===== config.mk =====
export PLATFORM = sky130hd
export DESIGN_NAME = dblu_top
export DESIGN_NICKNAME = d
export VERILOG_FILES = /design/src/dblu_pkg.sv /design/src/dblu_alu_if.sv /design/src/dblu_digit_alu.sv /design/src/dblu_top.sv
export SDC_FILE = /design/constraint.sdc
export NUM_CORES = 1
export LEC_CHECK = 0
export BUFFER_PORTS_ARGS = -buffer_cell sky130_fd_sc_hd__buf_2
export CAP_MARGIN = 20
export CORE_AREA = 2 2 231 233
export CTS_CLUSTER_DIAMETER = 40
export CTS_CLUSTER_SIZE = 24
export DETAILED_ROUTE_END_ITERATION = 8
export DIE_AREA = 0 0 233 235
export GPL_TIMING_DRIVEN = 0
export HOLD_SLACK_MARGIN = 0.03
export SYNTH_ARGS = -nofsm -noshare
export SYNTH_HDL_FRONTEND = slang
export SYNTH_SLANG_ARGS = --single-unit

===== constraint.sdc =====
create_clock -name clk_i -period 8.8 [get_ports clk_i]
set_clock_uncertainty 0.05 [all_clocks]
set_input_delay 2.2 -clock clk_i [delete_from_list [all_inputs] [get_ports clk_i]]
set_output_delay 2.2 -clock clk_i [all_outputs]
set_load 0.01 [all_outputs]

===== src/dblu_pkg.sv =====
// constants, types and helpers shared by the digit bit logic unit
package dblu_pkg;
	// opcodes, decimal 90..93 and 95
	localparam logic [6:0] OP_BRANCH_ANY_BIT = 7'h5A;
	localparam logic [6:0] OP_BRANCH_MASK_MATCH = 7'h5B;
	localparam logic [6:0] OP_FIELD_OR = 7'h5C;
	localparam logic [6:0] OP_FIELD_AND = 7'h5D;
	localparam logic [6:0] OP_FIELD_XOR = 7'h5F;

	// storage digit layout: parity, flag, 8, 4, 2, 1
	localparam int DIG_W = 6;
	localparam int BIT_C = 5;
	localparam int BIT_F = 4;
	localparam int BIT_8 = 3;

	// index of the last digit of a five-digit indirect address
	localparam logic [2:0] IND_LAST = 3'h4;
	localparam logic [13:0] BCD_W3 = 14'h03E8;
	localparam logic [13:0] BCD_W2 = 14'h0064;
	localparam logic [13:0] BCD_W1 = 14'h000A;

	// register map
	localparam logic [7:0] REG_CTRL = 8'h00;
	localparam logic [7:0] REG_STATUS = 8'h04;
	localparam logic [7:0] REG_MASK = 8'h08;
	localparam logic [7:0] REG_STATE = 8'h0C;
	localparam logic [7:0] REG_BINARY = 8'h10;
	localparam logic [7:0] REG_OCTAL = 8'h14;
	localparam logic [31:0] UNMAPPED_VALUE = 32'h00000000;

	// status / mask bits
	localparam int EV_DONE = 0;
	localparam int EV_BRANCH = 1;
	localparam int EV_ZERO = 2;
	localparam int EV_W = 3;

	// reset values
	localparam logic CTRL_IND_EN_RST = 1'h1;
	localparam logic [EV_W-1:0] MASK_RST = 3'h0;

	// binary read conversion
	localparam int BIN_W = 12;
	localparam int OCT_DIGITS = 4;

	typedef enum logic [1:0] {
		DBLU_LOP_OR = 2'h0,
		DBLU_LOP_AND = 2'h1,
		DBLU_LOP_XOR = 2'h2
	} dblu_lop_e;

	// adds the parity bit so the stored digit has an odd bit count
	function automatic logic [DIG_W-1:0] dblu_with_parity(input logic [DIG_W-2:0] d);
		dblu_with_parity = {~^d, d};
	endfunction : dblu_with_parity
endpackage : dblu_pkg


===== src/dblu_alu_if.sv =====
// carrier between the field sequencer and the digit logic unit
`timescale 1ns/1ns
`default_nettype none
interface dblu_alu_if;
	logic start;
	dblu_pkg::dblu_lop_e lop;
	logic [dblu_pkg::DIG_W-1:0] p_dig;
	logic [dblu_pkg::DIG_W-1:0] q_dig;
	logic [dblu_pkg::DIG_W-1:0] res_dig;
	logic res_valid;
	modport core (output start, output lop, output p_dig, output q_dig, input res_dig, input res_valid);
	modport alu (input start, input lop, input p_dig, input q_dig, output res_dig, output res_valid);
endinterface : dblu_alu_if
`default_nettype wire


===== src/dblu_digit_alu.sv =====
// one-digit octal logic with flag keeping and parity regeneration
`timescale 1ns/1ns
`default_nettype none
module dblu_digit_alu (
	input wire logic clk_i,
	input wire logic arst_n_i,
	input wire logic ce_i,
	dblu_alu_if.alu alu_bus
);
	typedef struct packed {
		logic [dblu_pkg::DIG_W-1:0] res;
		logic valid;
	} dblu_alu_state_s;

	dblu_alu_state_s s_reg;
	dblu_alu_state_s s_next;

	always_comb begin
		logic [2:0] bits;
		bits = 3'h0;
		s_next = s_reg;
		s_next.valid = 1'b0;
		if (alu_bus.start) begin
			// parity and 8 bits of both inputs never enter the logic
			unique case (alu_bus.lop)
				dblu_pkg::DBLU_LOP_OR: bits = alu_bus.p_dig[2:0] | alu_bus.q_dig[2:0];
				dblu_pkg::DBLU_LOP_AND: bits = alu_bus.p_dig[2:0] & alu_bus.q_dig[2:0];
				dblu_pkg::DBLU_LOP_XOR: bits = alu_bus.p_dig[2:0] ^ alu_bus.q_dig[2:0];
				default: bits = 3'h0;
			endcase
			// P flag kept, 8 bit dropped, parity rebuilt
			s_next.res = dblu_pkg::dblu_with_parity({alu_bus.p_dig[dblu_pkg::BIT_F], 1'b0, bits});
			s_next.valid = 1'b1;
		end
	end

	always_ff @(posedge clk_i or negedge arst_n_i) begin
		if (!arst_n_i) begin
			s_reg <= '0;
		end else if (ce_i) begin
			s_reg <= s_next;
		end
	end

	assign alu_bus.res_dig = s_reg.res;
	assign alu_bus.res_valid = s_reg.valid;
endmodule : dblu_digit_alu
`default_nettype wire


===== src/dblu_top.sv =====
// digit bit-test branches and digit-serial octal field logic
`timescale 1ns/1ns
`default_nettype none
module dblu_top #(
	parameter int ADDR_W = 20
) (
	input wire logic clk_i,
	input wire logic arst_n_i,
	input wire logic ce_i,
	// instruction from the sequencer
	input wire logic instr_valid_i,
	input wire logic [6:0] instr_op_i,
	input wire logic [ADDR_W-1:0] instr_p_i,
	input wire logic instr_p_ind_i,
	input wire logic [ADDR_W-1:0] instr_q_i,
	input wire logic [15:0] instr_q_bcd_i,
	input wire logic instr_q_ind_i,
	input wire logic [dblu_pkg::DIG_W-1:0] instr_q7_i,
	output logic busy_o,
	output logic done_o,
	output logic branch_o,
	output logic [ADDR_W-1:0] branch_addr_o,
	output logic eq_zero_o,
	// core storage
	output logic mem_req_o,
	output logic mem_we_o,
	output logic [ADDR_W-1:0] mem_addr_o,
	output logic [dblu_pkg::DIG_W-1:0] mem_wdata_o,
	input wire logic mem_ack_i,
	input wire logic [dblu_pkg::DIG_W-1:0] mem_rdata_i,
	// register port
	input wire logic [7:0] reg_addr_i,
	input wire logic [31:0] reg_wdata_i,
	input wire logic reg_wr_i,
	input wire logic reg_rd_i,
	output logic [31:0] reg_rdata_o,
	output logic irq_o
);
	////////////////////////////////////////////////////////////////////////////
	// types and state

	typedef enum logic [7:0] {
		ST_IDLE = 8'h01,
		ST_INDIRECT = 8'h02,
		ST_TEST = 8'h04,
		ST_READ_Q = 8'h08,
		ST_READ_P = 8'h10,
		ST_CALC = 8'h20,
		ST_WRITE_P = 8'h40,
		ST_FINISH = 8'h80
	} dblu_state_e;

	typedef struct packed {
		dblu_state_e st;
		logic [6:0] op;
		logic [ADDR_W-1:0] p_adr;
		logic [ADDR_W-1:0] q_adr;
		logic [dblu_pkg::DIG_W-1:0] q7;
		logic [ADDR_W-1:0] acc;
		logic [2:0] cnt;
		logic ind_q;
		logic q_pending;
		logic [dblu_pkg::DIG_W-1:0] q_dig;
		logic last;
		logic nonzero;
		logic hit;
		logic mreq;
		logic mwe;
		logic [ADDR_W-1:0] madr;
		logic [dblu_pkg::DIG_W-1:0] mwd;
		logic busy;
		logic done;
		logic brn;
		logic [ADDR_W-1:0] baddr;
		logic eqz;
		logic ind_en;
		logic [dblu_pkg::EV_W-1:0] stat;
		logic [dblu_pkg::EV_W-1:0] mask;
		logic [dblu_pkg::BIN_W-1:0] bin;
		logic [31:0] rdata;
		logic irq;
	} dblu_state_s;

	dblu_state_s s_reg;
	dblu_state_s s_next;

	dblu_alu_if alu_bus ();

	dblu_digit_alu u_alu (
		.clk_i(clk_i),
		.arst_n_i(arst_n_i),
		.ce_i(ce_i),
		.alu_bus(alu_bus.alu)
	);

	////////////////////////////////////////////////////////////////////////////
	// helpers

	// four decimal digits give 0..9999, so nothing higher is reachable directly
	function automatic logic [ADDR_W-1:0] bcd4_to_addr(input logic [15:0] b);
		logic [13:0] v;
		v = 14'(b[15:12]) * dblu_pkg::BCD_W3 + 14'(b[11:8]) * dblu_pkg::BCD_W2
			+ 14'(b[7:4]) * dblu_pkg::BCD_W1 + 14'(b[3:0]);
		bcd4_to_addr = ADDR_W'(v);
	endfunction : bcd4_to_addr

	logic is_branch;
	logic is_field;
	logic [dblu_pkg::EV_W-1:0] events;
	logic [dblu_pkg::DIG_W*dblu_pkg::OCT_DIGITS-1:0] octal_view;

	assign is_branch = (instr_op_i == dblu_pkg::OP_BRANCH_ANY_BIT) || (instr_op_i == dblu_pkg::OP_BRANCH_MASK_MATCH);
	assign is_field = (instr_op_i == dblu_pkg::OP_FIELD_OR) || (instr_op_i == dblu_pkg::OP_FIELD_AND)
		|| (instr_op_i == dblu_pkg::OP_FIELD_XOR);

	// binary data split in three-bit groups, each one stored octal digit
	genvar gi;
	generate
		for (gi = 0; gi < dblu_pkg::OCT_DIGITS; gi++) begin : g_octal
			assign octal_view[gi*dblu_pkg::DIG_W +: dblu_pkg::DIG_W] =
				dblu_pkg::dblu_with_parity({2'h0, s_reg.bin[gi*3 +: 3]});
		end
	endgenerate

	////////////////////////////////////////////////////////////////////////////
	// next state

	always_comb begin
		logic [ADDR_W-1:0] next_acc;
		logic [dblu_pkg::DIG_W-1:0] d;
		logic any_hit;
		logic mask_hit;
		next_acc = '0;
		d = mem_rdata_i;
		any_hit = 1'b0;
		mask_hit = 1'b0;
		s_next = s_reg;
		s_next.done = 1'b0;
		s_next.brn = 1'b0;
		s_next.rdata = dblu_pkg::UNMAPPED_VALUE;
		events = '0;
		alu_bus.start = 1'b0;
		alu_bus.lop = dblu_pkg::DBLU_LOP_OR;
		alu_bus.p_dig = mem_rdata_i;
		alu_bus.q_dig = s_reg.q_dig;
		unique case (s_reg.op)
			dblu_pkg::OP_FIELD_AND: alu_bus.lop = dblu_pkg::DBLU_LOP_AND;
			dblu_pkg::OP_FIELD_XOR: alu_bus.lop = dblu_pkg::DBLU_LOP_XOR;
			default: alu_bus.lop = dblu_pkg::DBLU_LOP_OR;
		endcase

		unique case (s_reg.st)
			ST_IDLE: begin
				if (instr_valid_i && (is_branch || is_field)) begin
					s_next.op = instr_op_i;
					s_next.p_adr = instr_p_i;
					s_next.q7 = instr_q7_i;
					s_next.nonzero = 1'b0;
					s_next.busy = 1'b1;
					s_next.mreq = 1'b1;
					s_next.mwe = 1'b0;
					if (is_branch) begin
						s_next.q_adr = bcd4_to_addr(instr_q_bcd_i);
						s_next.q_pending = instr_q_ind_i && s_reg.ind_en;
						s_next.acc = '0;
						s_next.cnt = '0;
						if (instr_p_ind_i && s_reg.ind_en) begin
							s_next.ind_q = 1'b0;
							s_next.madr = instr_p_i - ADDR_W'(dblu_pkg::IND_LAST);
							s_next.st = ST_INDIRECT;
						end else if (instr_q_ind_i && s_reg.ind_en) begin
							s_next.ind_q = 1'b1;
							s_next.q_pending = 1'b0;
							s_next.madr = bcd4_to_addr(instr_q_bcd_i) - ADDR_W'(dblu_pkg::IND_LAST);
							s_next.st = ST_INDIRECT;
						end else begin
							s_next.madr = bcd4_to_addr(instr_q_bcd_i);
							s_next.st = ST_TEST;
						end
					end else begin
						// field starts at both units digits
						s_next.q_adr = instr_q_i;
						s_next.madr = instr_q_i;
						s_next.st = ST_READ_Q;
					end
				end
			end

			ST_INDIRECT: begin
				// five digits high to low; a flag on the units digit chains again
				if (mem_ack_i) begin
					next_acc = ADDR_W'(s_reg.acc * ADDR_W'(4'hA)) + ADDR_W'(d[3:0]);
					s_next.acc = next_acc;
					s_next.madr = s_reg.madr + ADDR_W'(1'h1);
					s_next.cnt = s_reg.cnt + 3'h1;
					if (s_reg.cnt == dblu_pkg::IND_LAST) begin
						s_next.acc = '0;
						s_next.cnt = '0;
						if (d[dblu_pkg::BIT_F]) begin
							s_next.madr = next_acc - ADDR_W'(dblu_pkg::IND_LAST);
						end else if (!s_reg.ind_q) begin
							s_next.p_adr = next_acc;
							if (s_reg.q_pending) begin
								s_next.ind_q = 1'b1;
								s_next.q_pending = 1'b0;
								s_next.madr = s_reg.q_adr - ADDR_W'(dblu_pkg::IND_LAST);
							end else begin
								s_next.madr = s_reg.q_adr;
								s_next.st = ST_TEST;
							end
						end else begin
							s_next.q_adr = next_acc;
							s_next.madr = next_acc;
							s_next.st = ST_TEST;
						end
					end
				end
			end

			ST_TEST: begin
				if (mem_ack_i) begin
					// parity never compared
					any_hit = |(s_reg.q7[dblu_pkg::BIT_F:0] & d[dblu_pkg::BIT_F:0]);
					mask_hit = ((s_reg.q7[dblu_pkg::BIT_8:0] & ~d[dblu_pkg::BIT_8:0]) == '0)
						&& (!s_reg.q7[dblu_pkg::BIT_F] || d[dblu_pkg::BIT_F]);
					s_next.hit = (s_reg.op == dblu_pkg::OP_BRANCH_ANY_BIT) ? any_hit : mask_hit;
					s_next.mreq = 1'b0;
					s_next.st = ST_FINISH;
				end
			end

			ST_READ_Q: begin
				if (mem_ack_i) begin
					s_next.q_dig = d;
					s_next.last = d[dblu_pkg::BIT_F];
					s_next.madr = s_reg.p_adr;
					s_next.st = ST_READ_P;
				end
			end

			ST_READ_P: begin
				if (mem_ack_i) begin
					alu_bus.start = 1'b1;
					s_next.mreq = 1'b0;
					s_next.st = ST_CALC;
				end
			end

			ST_CALC: begin
				if (alu_bus.res_valid) begin
					// only P is ever written
					s_next.mreq = 1'b1;
					s_next.mwe = 1'b1;
					s_next.madr = s_reg.p_adr;
					s_next.mwd = alu_bus.res_dig;
					s_next.nonzero = s_reg.nonzero || (|alu_bus.res_dig[2:0]);
					s_next.st = ST_WRITE_P;
				end
			end

			ST_WRITE_P: begin
				if (mem_ack_i) begin
					s_next.mwe = 1'b0;
					if (s_reg.last) begin
						s_next.mreq = 1'b0;
						s_next.st = ST_FINISH;
					end else begin
						s_next.p_adr = s_reg.p_adr - ADDR_W'(1'h1);
						s_next.q_adr = s_reg.q_adr - ADDR_W'(1'h1);
						s_next.madr = s_reg.q_adr - ADDR_W'(1'h1);
						s_next.st = ST_READ_Q;
					end
				end
			end

			ST_FINISH: begin
				s_next.done = 1'b1;
				s_next.busy = 1'b0;
				s_next.baddr = s_reg.p_adr;
				events[dblu_pkg::EV_DONE] = 1'b1;
				if ((s_reg.op == dblu_pkg::OP_BRANCH_ANY_BIT) || (s_reg.op == dblu_pkg::OP_BRANCH_MASK_MATCH)) begin
					// branches touch no indicator
					s_next.brn = s_reg.hit;
					events[dblu_pkg::EV_BRANCH] = s_reg.hit;
				end else begin
					s_next.eqz = !s_reg.nonzero;
					events[dblu_pkg::EV_ZERO] = !s_reg.nonzero;
				end
				s_next.st = ST_IDLE;
			end

			default: begin
				s_next.st = ST_IDLE;
				s_next.mreq = 1'b0;
				s_next.mwe = 1'b0;
				s_next.busy = 1'b0;
			end
		endcase

		////////////////////////////////////////////////////////////////////////
		// register port; a new event wins over the clearing read

		if (reg_wr_i) begin
			unique case (reg_addr_i)
				dblu_pkg::REG_CTRL: s_next.ind_en = reg_wdata_i[0];
				dblu_pkg::REG_MASK: s_next.mask = reg_wdata_i[dblu_pkg::EV_W-1:0];
				dblu_pkg::REG_BINARY: s_next.bin = reg_wdata_i[dblu_pkg::BIN_W-1:0];
				default: s_next.ind_en = s_reg.ind_en;
			endcase
		end
		if (reg_rd_i) begin
			unique case (reg_addr_i)
				dblu_pkg::REG_CTRL: s_next.rdata = 32'(s_reg.ind_en);
				dblu_pkg::REG_STATUS: s_next.rdata = 32'(s_reg.stat);
				dblu_pkg::REG_MASK: s_next.rdata = 32'(s_reg.mask);
				dblu_pkg::REG_STATE: s_next.rdata = 32'({s_reg.st, s_reg.eqz, s_reg.busy});
				dblu_pkg::REG_BINARY: s_next.rdata = 32'(s_reg.bin);
				dblu_pkg::REG_OCTAL: s_next.rdata = 32'(octal_view);
				default: s_next.rdata = dblu_pkg::UNMAPPED_VALUE;
			endcase
		end
		s_next.stat = ((reg_rd_i && reg_addr_i == dblu_pkg::REG_STATUS) ? '0 : s_reg.stat) | events;
		s_next.irq = |(s_next.stat & s_reg.mask);
	end

	////////////////////////////////////////////////////////////////////////////
	// state register

	always_ff @(posedge clk_i or negedge arst_n_i) begin
		if (!arst_n_i) begin
			s_reg <= '0;
			s_reg.st <= ST_IDLE;
			s_reg.ind_en <= dblu_pkg::CTRL_IND_EN_RST;
			s_reg.mask <= dblu_pkg::MASK_RST;
		end else if (ce_i) begin
			s_reg <= s_next;
		end
	end

	assign busy_o = s_reg.busy;
	assign done_o = s_reg.done;
	assign branch_o = s_reg.brn;
	assign branch_addr_o = s_reg.baddr;
	assign eq_zero_o = s_reg.eqz;
	assign mem_req_o = s_reg.mreq;
	assign mem_we_o = s_reg.mwe;
	assign mem_addr_o = s_reg.madr;
	assign mem_wdata_o = s_reg.mwd;
	assign reg_rdata_o = s_reg.rdata;
	assign irq_o = s_reg.irq;
endmodule : dblu_top
`default_nettype wire


==> results of run 1 <==
-- metal layers --
metal  routed length, um  vias up
met5                   0        -
met4                1573        0
met3                4743      102
met2               25460      677
met1               24110     7253
li1                    -     6853
-- cells in the mapped netlist, types with 18 or more instances --
master    number  area share
a221oi_1      25       0.014
clkbuf_1      81       0.019
nor2_1       162       0.039
dfrtp_1      185        0.30
nand2_1      181       0.044
ha_1         100       0.080
mux2_2        57       0.041
a21oi_1       83       0.027
buf_4         80       0.039
mux2i_1       18       0.012
o22ai_1       21      0.0084
xor2_1        68       0.038
o21ai_0      143       0.046
nor3_1        39       0.013
xnor2_1       71       0.040
a211oi_1      37       0.018
nor4_1        22      0.0088
inv_1         83       0.020
nand3_1       37       0.012
fa_1          19       0.024
-- worst paths after layout --
path / to / from / depth (start not counted)
max in group asynchronous: s_reg[161]$_DFFE_PN0P_ / arst_n_i / 2
worst max register to register: mem_addr_o[17]$_DFFE_PN0P_ / s_reg[119]$_DFFE_PN0P_ / 13
min in group asynchronous: mem_wdata_o[5]$_DFFE_PN0P_ / arst_n_i / 1
worst min register to register: s_reg[190]$_DFFE_PN0P_ / s_reg[190]$_DFFE_PN0P_ / 1
worst max-delay path: mem_addr_o[16]$_DFFE_PN0P_ / instr_q_bcd_i[14] / 20
worst min-delay path: s_reg[190]$_DFFE_PN0P_ / s_reg[190]$_DFFE_PN0P_ / 1
-- logic make-up after synthesis --
| family | synth area share |
|---|---|
| compound gates | 0.1978 |
| mux | 0.05272 |
| buf+inv | 0.08016 |
| flops | 0.3003 |
| fa+ha+maj | 0.1046 |
| simple gates | 0.1779 |
| other cells | 0.0002405 |
| xor+xnor | 0.08626 |
-- per-stage QoR --
step                        util  setup WS [ns]
final                     0.3449          1.536
after CTS                 0.3446         0.9148
after global placement    0.3321         0.4998
after floorplan                -          1.629
after detailed placement  0.3329         0.4331
after global routing      0.3449          1.298
-- layout make-up --
type | instances | area (sq um)
Antenna cell | 5 | 12.51
Sequential cell | 187 | 4682
Inverter | 83 | 311.5
Clock inverter | 12 | 155.1
Buffer | 170 | 938.4
Tap cell | 688 | 860.8
Clock buffer | 20 | 456.7
Multi-Input combinational cell | 1389 | 9706
Fill cell | 5489 | 34220
Timing Repair Buffer | 172 | 893.4
-- critical path, stage by stage --
cell and delay (ns):
buf_2 0.16, ha_1 0.30, fa_1 0.54, inv_1 0.07, fa_1 0.52, inv_1 0.05
fa_1 0.48, ha_1 0.31, ha_1 0.37, nand2_1 0.09, or3b_2 0.47, nand3_1 0.12
nand3_1 0.10, xor2_1 0.39, nand3_1 0.21, nor4_1 0.21, buf_2 0.24, o221ai_1 0.23
a311oi_1 0.39, a211o_1 0.15
-- power breakdown --
part / total [mW] / leakage, nW / switching, mW / internal [mW]
registers: 1.15 / 2.52 / 0.175 / 0.973
logic: 1.49 / 5.47 / 0.893 / 0.598
clock network: 0.823 / 0.286 / 0.381 / 0.442
total: 3.46 / 8.27 / 1.45 / 2.01
==> tab_implementation.tex, run 1 <==
\begin{tabular}{lr}
\hline
Metric & Value \\
\hline
\multicolumn{2}{l}{\textbf{Outcome}} \\
\quad Run status & finished clean \\
\multicolumn{2}{l}{\textbf{Clocking}} \\
\quad Post-CTS Setup Inserts & 0 \\
\quad Library cell used as clock root buffer & clkbuf\_16 \\
\quad Clock slew at reported path FFs & 0.08 ns \\
\quad H-tree Lvls & 4 \\
\quad \# hold bufs at CTS & 0 \\
\quad Resized cells post-CTS & 0 \\
\quad Later-pin clock latency in the skew report & 0.46 ns \\
\quad TritonCTS clock tree & yes \\
\quad Clock tree buffer depth & 2 \\
\quad Number of buffers created by CTS & 17 \\
\quad Sink count of the clock tree & 187 \\
\multicolumn{2}{l}{\textbf{Placed design}} \\
\quad IO buf count & 170 \\
\quad HPWL after DPL & 44700 um \\
\quad RePlAce Congestion & 0.9470 \\
\quad Count of placed standard cells including taps & 2688 \\
\quad Cell area reported after detailed placement & 17390 sq um \\
\multicolumn{2}{l}{\textbf{Timing}} \\
\quad Number of max-slew violations in the final report & 0 \\
\quad Shortest clock period the worst path allows after layout & 7.265 ns \\
\quad Share of the clock period used by the worst path after layout & 0.8255 \\
\quad Headroom to the max-slew limit & 0.2646 \\
\quad Final setup violation count & 0 \\
\quad Setup TNS after final layout & 0 ns \\
\quad Setup repair after global routing missed its margin & false \\
\quad Hold\_ws & 0.4157 ns \\
\quad Slew at the pin with the worst max-slew slack & 1.093 ns \\
\quad Max Clock Freq & 137.7 MHz \\
\quad Final Hold Fails & 0 \\
\multicolumn{2}{l}{\textbf{Logic synthesis}} \\
\quad Yosys Warn Count & 0 \\
\quad Synth Register Bits & 187 \\
\quad FFs w/ async S/R, synth & 1.000 \\
\quad Number of synthesized flops with an enable pin & 0 \\
\quad Mapped Cells & 1817 \\
\quad Post-synthesis average cell area & 8.581 sq um \\
\quad Number of different library cells in the post-synthesis netlist & 94 \\
\quad Part of the Yosys area used for sequential elements & 0.3003 \\
\quad Synth Flop Type & dfrtp\_1 \\
\quad Netlist Area Pre-Place & 15590 sq um \\
\multicolumn{2}{l}{\textbf{Global route}} \\
\quad Global-route met2 utilization & 0.3171 \\
\quad Number of antenna violations at the first check in global routing & 5 \\
\quad First-pass GRT wire length & 84260 um \\
\quad Overall overflow remaining after global route & 0 \\
\quad Routing usage on met1 & 0.2729 \\
\quad Pin count of the biggest net entering global routing & 99 \\
\quad Overall fraction of global-route tracks in use & 0.2013 \\
\quad Grt peak-use layer & met2 \\
\quad Number of global-route vias before repair & 14170 \\
\quad Met3 usage in global routing & 0.04296 \\
\multicolumn{2}{l}{\textbf{Layout}} \\
\quad Most common cell after layout, fill and taps aside & dfrtp\_1 \\
\quad Largest register FFs & 94 \\
\quad Layout overhead on the synthesized area & 15.54\% \\
\quad Fin area & 18020 sq um \\
\quad Non-filler instance count after layout & 2726 \\
\quad Layout net count & 2263 \\
\quad Fraction of layout cells with a size suffix above 1 & 0.1845 \\
\quad Most frequent cells in the layout & 185 x dfrtp\_1, 181 x nand2\_1, 170 x buf\_2, 162 x nor2\_1, 143 x o21ai\_0 \\
\multicolumn{2}{l}{\textbf{Worst setup path}} \\
\quad Required @ worst endpoint & 9.14 ns \\
\quad Data arrival at the endpoint of the critical path & 7.61 ns \\
\quad Reg-to-reg setup timing slack & 3.94 ns \\
\quad Critical-path maximum fanout & 6 \\
\quad Class of the most critical setup path & in -> reg \\
\quad Crit path launch type & primary input \\
\quad Kind of end point of the critical path & flop \\
\multicolumn{2}{l}{\textbf{Floorplanning}} \\
\quad Starting density of the core & 0.2985 \\
\quad DIE AREA & 54760 sq um \\
\quad Die X & 233 um \\
\quad Cell Rows & 84 \\
\quad Vertical die dimension & 235 um \\
\quad Core Footprint & 52240 sq um \\
\quad Count of pins on the block boundary & 209 \\
\multicolumn{2}{l}{\textbf{Run}} \\
\quad Max-cap violations & 0 \\
\multicolumn{2}{l}{\textbf{Drt}} \\
\quad Routed wire length & 55880 um \\
\quad Detailed Routing Iterations Pass 1 & 6 \\
\quad Routed vias/inst & 5.460 \\
\quad Violation count after the first detailed-route iteration & 1496 \\
\quad Via count & 14890 \\
\quad Average wire length per cell after detail routing & 20.50 um \\
\quad Number of remaining DRC errors & 0 \\
\quad Antenna viol nets, final & 0 \\
\multicolumn{2}{l}{\textbf{Power and ir drop}} \\
\quad IR Drop Worst-Case VDD & 170.6 uV \\
\quad P\_leak & 8.271 nW \\
\quad Total Power Consumption & 3.462 mW \\
\quad Power Dens Cells & 192.2 nW/um\^{}2 \\
\multicolumn{2}{l}{\textbf{Worst hold path}} \\
\quad Type of the most critical hold path & reg -> reg \\
\hline
\end{tabular}
Note: power is estimated with default switching activity, not from simulation.
==> run 2: changes to the inputs <==
==> constraint.sdc (replaced) <==
create_clock -name clk_i -period 7.17 [get_ports clk_i]
set_clock_uncertainty 0.05 [all_clocks]
set_input_delay 1.7925 -clock clk_i [delete_from_list [all_inputs] [get_ports clk_i]]
set_output_delay 1.7925 -clock clk_i [all_outputs]
set_load 0.01 [all_outputs]
==> run 2 against run 1 <==
Net effect: total power is 23% higher; worst setup slack worse by 1.3 ns; die area stayed put; hold slack hardly changed; non-clock buffer count is 1 higher; sequential power is 23% higher; critical path depth stayed put; largest cell class unchanged; register-to-register slack worse by 1.6 ns; critical path type unchanged; global-route usage hardly changed; count of clock-buffer cells in the layout stayed put.
==> tab_implementation.tex, run 2 (synthesis gave the netlist of run 1 again) <==
\begin{tabular}{lr}
\hline
Metric & Value \\
\hline
\multicolumn{2}{l}{\textbf{Timing}} \\
\quad Setup TNS after final layout & 0 ns (unchanged) \\
\quad Final Hold Fails & 0 (unchanged) \\
\quad Number of max-slew violations in the final report & 0 (unchanged) \\
\quad Share of the clock period used by the worst path after layout & 0.9683 \\
\quad Max Clock Freq & 144.0 MHz \\
\quad Shortest clock period the worst path allows after layout & 6.942 ns \\
\quad Final setup violation count & 0 (unchanged) \\
\quad Setup repair after global routing missed its margin & false (unchanged) \\
\quad Hold\_ws & 0.4158 ns (was 0.4157 ns) \\
\quad Slew at the pin with the worst max-slew slack & 1.189 ns (was 1.093 ns) \\
\quad Headroom to the max-slew limit & 0.2058 (was 0.2646) \\
\multicolumn{2}{l}{\textbf{Floorplanning}} \\
\quad Core Footprint & 52240 sq um (unchanged) \\
\quad Count of pins on the block boundary & 209 (unchanged) \\
\quad DIE AREA & 54760 sq um (unchanged) \\
\quad Vertical die dimension & 235 um (unchanged) \\
\quad Die X & 233 um (unchanged) \\
\quad Cell Rows & 84 (unchanged) \\
\quad Starting density of the core & 0.2985 (unchanged) \\
\multicolumn{2}{l}{\textbf{Power and ir drop}} \\
\quad IR Drop Worst-Case VDD & 210.2 uV (was 170.6 uV) \\
\quad P\_leak & 8.278 nW (was 8.271 nW) \\
\quad Power Dens Cells & 235.9 nW/um\^{}2 (was 192.2 nW/um\^{}2) \\
\quad Total Power Consumption & 4.257 mW (was 3.462 mW) \\
\multicolumn{2}{l}{\textbf{Placed design}} \\
\quad IO buf count & 170 (unchanged) \\
\quad HPWL after DPL & 44700 um (unchanged) \\
\quad RePlAce Congestion & 0.9470 (unchanged) \\
\quad Count of placed standard cells including taps & 2688 (unchanged) \\
\multicolumn{2}{l}{\textbf{Drt}} \\
\quad Routed vias/inst & 5.453 (was 5.460) \\
\quad Detailed Routing Iterations Pass 1 & 6 (unchanged) \\
\quad Average wire length per cell after detail routing & 20.47 um (was 20.50 um) \\
\quad Routed wire length & 55830 um (was 55880 um) \\
\quad Number of remaining DRC errors & 0 (unchanged) \\
\quad Antenna viol nets, final & 0 (unchanged) \\
\quad Via count & 14880 (was 14890) \\
\quad Violation count after the first detailed-route iteration & 1513 (was 1496) \\
\multicolumn{2}{l}{\textbf{Global route}} \\
\quad Overall fraction of global-route tracks in use & 0.2013 (about the same) \\
\quad Grt peak-use layer & met2 (unchanged) \\
\quad Routing usage on met1 & 0.2730 (was 0.2729) \\
\quad First-pass GRT wire length & 84270 um (was 84260 um) \\
\quad Global-route met2 utilization & 0.3170 (was 0.3171) \\
\quad Met3 usage in global routing & 0.04296 (unchanged) \\
\quad Number of global-route vias before repair & 14170 (about the same) \\
\quad Pin count of the biggest net entering global routing & 99 (unchanged) \\
\quad Number of antenna violations at the first check in global routing & 5 (unchanged) \\
\quad Overall overflow remaining after global route & 0 (unchanged) \\
\multicolumn{2}{l}{\textbf{Clocking}} \\
\quad Clock slew at reported path FFs & 0.08 ns (about the same) \\
\quad H-tree Lvls & 4 (unchanged) \\
\quad Library cell used as clock root buffer & clkbuf\_16 (unchanged) \\
\quad Clock tree buffer depth & 2 (unchanged) \\
\quad Sink count of the clock tree & 187 (unchanged) \\
\quad Number of buffers created by CTS & 17 (unchanged) \\
\quad TritonCTS clock tree & yes (unchanged) \\
\quad Later-pin clock latency in the skew report & 0.46 ns (about the same) \\
\multicolumn{2}{l}{\textbf{Layout}} \\
\quad Layout overhead on the synthesized area & 15.72\% (was 15.54\%) \\
\quad Most common cell after layout, fill and taps aside & dfrtp\_1 (unchanged) \\
\quad Number of fill cells & 5489 (unchanged) \\
\quad Most frequent cells in the layout & 185 x dfrtp\_1, 181 x nand2\_1, 169 x buf\_2, 162 x nor2\_1, 143 x o21ai\_0 (was 185 x dfrtp\_1, 181 x nand2\_1, 170 x buf\_2, 162 x nor2\_1, 143 x o21ai\_0) \\
\quad Largest register FFs & 94 (unchanged) \\
\quad Layout net count & 2264 (was 2263) \\
\quad Fraction of layout cells with a size suffix above 1 & 0.1853 (was 0.1845) \\
\quad Non-filler instance count after layout & 2728 (was 2726) \\
\multicolumn{2}{l}{\textbf{Worst setup path}} \\
\quad Kind of end point of the critical path & flop (unchanged) \\
\quad Critical-path maximum fanout & 6 (unchanged) \\
\quad Required @ worst endpoint & 7.52 ns (was 9.14 ns) \\
\quad Data arrival at the endpoint of the critical path & 7.29 ns (was 7.61 ns) \\
\quad Class of the most critical setup path & in -> reg (unchanged) \\
\quad Crit path launch type & primary input (unchanged) \\
\multicolumn{2}{l}{\textbf{Worst hold path}} \\
\quad Type of the most critical hold path & reg -> reg (unchanged) \\
\multicolumn{2}{l}{\textbf{Outcome}} \\
\quad Run status & finished clean (unchanged) \\
\multicolumn{2}{l}{\textbf{Run}} \\
\quad Max-cap violations & 0 (unchanged) \\
\hline
\end{tabular}
run 2: what timing repair did:
| item | 4_1_cts | 5_1_grt |
|---|---|---|
| endpoints found under the setup margin | 2 | 1 |
| gates cloned | 0 | 0 |
| endpoints found under the hold margin | 0 | 0 |
| setup buffers | 0 | 2 |
| hold buffers | 0 | 0 |
| pin swaps | 0 | 1 |
| resized for setup | 1 | 1 |
run 2: path summary, 6_finish.rpt:
kind                                         from                         end  slack [ns]  depth (start not counted)
setup / recovery                instr_q_bcd_i[14]  mem_addr_o[16]$_DFFE_PN0P_        0.23                         20
hold / removal             s_reg[190]$_DFFE_PN0P_      s_reg[190]$_DFFE_PN0P_        0.42                          1
setup reg to reg           s_reg[119]$_DFFE_PN0P_  mem_addr_o[17]$_DFFE_PN0P_        2.32                         13
hold reg to reg            s_reg[190]$_DFFE_PN0P_      s_reg[190]$_DFFE_PN0P_        0.42                          1
max in group asynchronous                arst_n_i  mem_addr_o[17]$_DFFE_PN0P_        4.84                          2
min in group asynchronous                arst_n_i  mem_wdata_o[5]$_DFFE_PN0P_        1.28                          1
run 2: area by class of cell:
type	count	area, sq um	area share
timing repair buffer	173	903.4	0.05007
clock inverter	12	155.1	0.008599
inverter	83	311.5	0.01727
sequential	187	4682	0.2595
multi-input combinational	1389	9721	0.5387
buffer	170	938.4	0.05201
tap	688	860.8	0.04771
antenna	6	15.01	0.0008321
clock buffer	20	456.7	0.02531
run 2: routing by layer:
metal  vias up  part of all wire
met5         -                 0
met4         0             0.026
met3        93             0.085
met2       688              0.46
met1      7238              0.43
li1       6857                 -
run 2: metrics by stage:
| stage | cell area, sq um | worst slack, ns | utilization |
|---|---|---|---|
| floorplan | 15640 | 0.4062 | - |
| global placement | 17350 | -0.7227 | 0.3321 |
| detailed placement | 17390 | -0.7894 | 0.3329 |
| CTS | 18000 | 0.08146 | 0.3447 |
| global route | 18040 | 0.02590 | 0.3454 |
| finish | 18040 | 0.2275 | 0.3454 |
run 2: critical path, cell delays in order:
cell and delay, ns:
buf_2 0.16, ha_1 0.30, fa_1 0.54, inv_1 0.07, fa_1 0.52, inv_1 0.05, fa_1 0.48, ha_1 0.31
ha_1 0.37, nand2_1 0.09, or3b_2 0.47, nand3_1 0.12, nand3_1 0.10, xor2_1 0.39, nand3_1 0.25, nor4_4 0.32
buf_4 0.19, o221ai_1 0.21, a311oi_1 0.39, a211o_1 0.15
run 2: power by group:
part	switching [mW]	internal, mW	total, mW
registers	0.214	1.19	1.41
logic	1.10	0.736	1.84
clock network	0.469	0.543	1.01
total	1.78	2.47	4.26
==> run 3: changes to the inputs <==
==> constraint.sdc (replaced) <==
create_clock -name clk_i -period 6.4 [get_ports clk_i]
set_clock_uncertainty 0.05 [all_clocks]
set_input_delay 1.6 -clock clk_i [delete_from_list [all_inputs] [get_ports clk_i]]
set_output_delay 1.6 -clock clk_i [all_outputs]
set_load 0.01 [all_outputs]
==> run 3 against run 2 <==
Net effect: routed wire length up 1.5%; total power rose by 18%; non-clock buffer count rose by 8; sequential power is 11% higher.
==> tab_implementation.tex, run 3 (synthesis gave the netlist of run 1 again) <==
\begin{tabular}{lr}
\hline
Metric & Value \\
\hline
\multicolumn{2}{l}{\textbf{Worst setup path}} \\
\quad Data arrival at the endpoint of the critical path & 6.56 ns (was 7.29 ns) \\
\quad Required @ worst endpoint & 6.76 ns (was 7.52 ns) \\
\quad Number of cells on the worst reg-to-reg path & 13 (unchanged) \\
\quad Library cell contributing the largest single delay on the critical path & fa\_1 (unchanged) \\
\quad Ordered cell list for the critical path & buf\_4, fa\_1, inv\_2, fa\_1, inv\_1, ha\_4, inv\_1, o21bai\_1, xor2\_1, ha\_1, ha\_4, ha\_4, or2\_4, a21oi\_2, a21oi\_2, a31oi\_1, xor3\_2, nor4\_4, buf\_6, o221ai\_4, a311oi\_2, a211o\_1 (was buf\_2, ha\_1, fa\_1, inv\_1, fa\_1, inv\_1, fa\_1, ha\_1, ha\_1, nand2\_1, or3b\_2, nand3\_1, nand3\_1, xor2\_1, nand3\_1, nor4\_4, buf\_4, o221ai\_1, a311oi\_1, a211o\_1) \\
\quad Crit path launch type & primary input (unchanged) \\
\quad Reg-to-reg setup timing slack & 1.51 ns (was 2.32 ns) \\
\quad CP peak stage delay & 0.59 ns (was 0.54 ns) \\
\quad Critical-path maximum fanout & 6 (unchanged) \\
\quad Crit Reg-Reg Startpoint & s\_reg[119]\$\_DFFE\_PN0P\_ (unchanged) \\
\quad Kind of end point of the critical path & flop (unchanged) \\
\quad Most common cell type on the critical path & ha\_4 \\
\quad Class of the most critical setup path & in -> reg (unchanged) \\
\quad Terminus of the critical flop-to-flop path & mem\_addr\_o[16]\$\_DFFE\_PN0P\_ (was mem\_addr\_o[17]\$\_DFFE\_PN0P\_) \\
\multicolumn{2}{l}{\textbf{Power and ir drop}} \\
\quad Share of total power in the clock network & 0.215 (was 0.238) \\
\quad Net switching power & 2.106 mW (was 1.785 mW) \\
\quad Sw frac & 0.4198 (was 0.4193) \\
\quad Portion of total power attributed to combinational logic & 0.471 (was 0.432) \\
\quad Total Power Consumption & 5.017 mW (was 4.257 mW) \\
\quad Cell-internal power & 2.911 mW (was 2.472 mW) \\
\quad Power Dens Cells & 274.7 nW/um\^{}2 (was 235.9 nW/um\^{}2) \\
\quad IR Drop Worst-Case VDD & 227.3 uV (was 210.2 uV) \\
\quad Part of the total power dissipated in sequential elements & 0.314 (was 0.331) \\
\quad P\_leak & 8.321 nW (was 8.278 nW) \\
\multicolumn{2}{l}{\textbf{Floorplanning}} \\
\quad Vertical die dimension & 235 um (unchanged) \\
\quad DIE AREA & 54760 sq um (unchanged) \\
\quad Core Footprint & 52240 sq um (unchanged) \\
\quad Die X & 233 um (unchanged) \\
\quad Starting density of the core & 0.2985 (unchanged) \\
\quad Cell Rows & 84 (unchanged) \\
\quad Count of pins on the block boundary & 209 (unchanged) \\
\multicolumn{2}{l}{\textbf{Run}} \\
\quad Max-cap violations & 0 (unchanged) \\
\multicolumn{2}{l}{\textbf{Global route}} \\
\quad Number of antenna violations at the first check in global routing & 6 (was 5) \\
\quad Number of global-route vias before repair & 14430 (was 14170) \\
\quad Overall overflow remaining after global route & 0 (unchanged) \\
\quad Pin count of the biggest net entering global routing & 102 (was 99) \\
\quad First-pass GRT wire length & 86290 um (was 84270 um) \\
\quad Overall fraction of global-route tracks in use & 0.2043 (was 0.2013) \\
\quad Global-route met2 utilization & 0.3201 (was 0.3170) \\
\quad Routing usage on met1 & 0.2828 (was 0.2730) \\
\quad Grt peak-use layer & met2 (unchanged) \\
\quad Met3 usage in global routing & 0.03459 (was 0.04296) \\
\multicolumn{2}{l}{\textbf{Clocking}} \\
\quad \# hold bufs at CTS & 0 (unchanged) \\
\quad Clock slew at reported path FFs & 0.07 ns (was 0.08 ns) \\
\quad Sink count of the clock tree & 187 (unchanged) \\
\quad TritonCTS clock tree & yes (unchanged) \\
\quad Later-pin clock latency in the skew report & 0.47 ns (was 0.46 ns) \\
\quad Library cell used as clock root buffer & clkbuf\_16 (unchanged) \\
\quad H-tree Lvls & 4 (unchanged) \\
\quad Clock tree buffer depth & 2 (unchanged) \\
\quad Number of buffers created by CTS & 17 (unchanged) \\
\multicolumn{2}{l}{\textbf{Layout}} \\
\quad Layout overhead on the synthesized area & 17.11\% (was 15.72\%) \\
\quad Number of fill cells & 5486 (was 5489) \\
\quad Largest register FFs & 94 (unchanged) \\
\quad Fin area & 18260 sq um (was 18040 sq um) \\
\quad Layout net count & 2272 (was 2264) \\
\quad Most common cell after layout, fill and taps aside & dfrtp\_1 (unchanged) \\
\quad Most frequent cells in the layout & 185 x dfrtp\_1, 181 x nand2\_1, 168 x buf\_2, 162 x nor2\_1, 142 x o21ai\_0 (was 185 x dfrtp\_1, 181 x nand2\_1, 169 x buf\_2, 162 x nor2\_1, 143 x o21ai\_0) \\
\quad Fraction of layout cells with a size suffix above 1 & 0.1983 (was 0.1853) \\
\quad Non-filler instance count after layout & 2736 (was 2728) \\
\multicolumn{2}{l}{\textbf{Drt}} \\
\quad Antenna viol nets, final & 0 (unchanged) \\
\quad Detailed Routing Iterations Pass 1 & 8 (was 6) \\
\quad Routed wire length & 56650 um (was 55830 um) \\
\quad Average wire length per cell after detail routing & 20.71 um (was 20.47 um) \\
\quad Number of remaining DRC errors & 0 (unchanged) \\
\quad Routed vias/inst & 5.459 (was 5.453) \\
\quad Via count & 14940 (was 14880) \\
\quad Violation count after the first detailed-route iteration & 1454 (was 1513) \\
\multicolumn{2}{l}{\textbf{Timing}} \\
\quad Slew at the pin with the worst max-slew slack & 1.096 ns (was 1.189 ns) \\
\quad Final Hold Fails & 0 (unchanged) \\
\quad Share of the clock period used by the worst path after layout & 0.9699 \\
\quad Final setup violation count & 0 (unchanged) \\
\quad Number of max-slew violations in the final report & 0 (unchanged) \\
\quad Setup TNS after final layout & 0 ns (unchanged) \\
\quad Headroom to the max-slew limit & 0.2625 (was 0.2058) \\
\quad Max Clock Freq & 161.1 MHz \\
\quad Shortest clock period the worst path allows after layout & 6.207 ns \\
\multicolumn{2}{l}{\textbf{Worst hold path}} \\
\quad Cell depth of the worst min-delay path & 1 (unchanged) \\
\quad Worst Hold Path EP & s\_reg[188]\$\_DFFE\_PN0P\_ (was s\_reg[190]\$\_DFFE\_PN0P\_) \\
\quad Critical hold path startpoint & s\_reg[188]\$\_DFFE\_PN0P\_ (was s\_reg[190]\$\_DFFE\_PN0P\_) \\
\quad Type of the most critical hold path & reg -> reg (unchanged) \\
\multicolumn{2}{l}{\textbf{Placed design}} \\
\quad IO buf count & 170 (unchanged) \\
\quad Count of placed standard cells including taps & 2688 (unchanged) \\
\quad HPWL after DPL & 44820 um (was 44700 um) \\
\quad Cell area reported after detailed placement & 17390 sq um (about the same) \\
\quad RePlAce Congestion & 0.9498 (was 0.9470) \\
\multicolumn{2}{l}{\textbf{Outcome}} \\
\quad Run status & finished clean (unchanged) \\
\hline
\end{tabular}
==> run 3: through the flow <==
step | hold slack, ns | setup WS [ns] | util
after floorplan | 0.3761 | 0.01888 | -
after global placement | 0.3917 | -0.9274 | 0.3323
after detailed placement | 0.3982 | -0.9824 | 0.3330
after CTS | 0.4160 | 0.05148 | 0.3453
after global routing | 0.4402 | -0.03975 | 0.3496
final | 0.4180 | 0.1927 | 0.3496
==> run 3: final cells by class <==
class | count | area (sq um) | area share
Multi-Input combinational cell | 1389 | 9913 | 0.5429
Sequential cell | 187 | 4682 | 0.2564
Timing Repair Buffer | 181 | 969.7 | 0.05310
Buffer | 170 | 938.4 | 0.05139
Tap cell | 688 | 860.8 | 0.04714
Clock buffer | 20 | 436.7 | 0.02391
Inverter | 83 | 311.5 | 0.01706
Clock inverter | 12 | 132.6 | 0.007263
Antenna cell | 6 | 15.01 | 0.0008223
==> run 3: worst max path at each step <==
stage	from	end	slack [ns]	cells after the start
floorplan	instr_q_bcd_i[13]	mem_addr_o[16]$_DFFE_PN0P_	0.02	20
global placement	instr_q_bcd_i[14]	mem_addr_o[16]$_DFFE_PN0P_	-0.93	19
detailed placement	instr_q_bcd_i[14]	mem_addr_o[16]$_DFFE_PN0P_	-0.98	19
CTS	instr_q_bcd_i[14]	mem_addr_o[16]$_DFFE_PN0P_	0.05	22
global route	instr_q_bcd_i[14]	mem_addr_o[16]$_DFFE_PN0P_	-0.04	22
finish	instr_q_bcd_i[14]	mem_addr_o[16]$_DFFE_PN0P_	0.19	22
==> run 3: layer usage <==
layer	vias to the layer above	part of all wire	routed length, um
met5	-	0	0
met4	0	0.029	1660
met3	95	0.071	4045
met2	665	0.46	25960
met1	7305	0.44	24990
li1	6870	-	-
==> run 3: repair_timing <==
item,CTS,global route
endpoints found under the setup margin,7,9
resized for setup,8,24
pin swaps,2,15
buffers inserted,2,7
==> run 3: power groups by stage <==
stage                     clock [mW]  sequential, mW  combinational [mW]
final                           1.08            1.57                2.36
after floorplan                    0            1.50                1.45
after CTS                       1.10            1.57                2.11
after detailed placement           0            1.59                2.01
after global placement             0            1.59                1.99
after global routing            1.14            1.59                2.58
==> run 3: worst max-delay path: cells and delay by family <==
family	cells	cell delay, ns
xor+xnor	2	0.68
buf+inv	5	0.51
simple gates	2	0.52
compound gates	7	1.08
fa+ha+maj	6	2.16
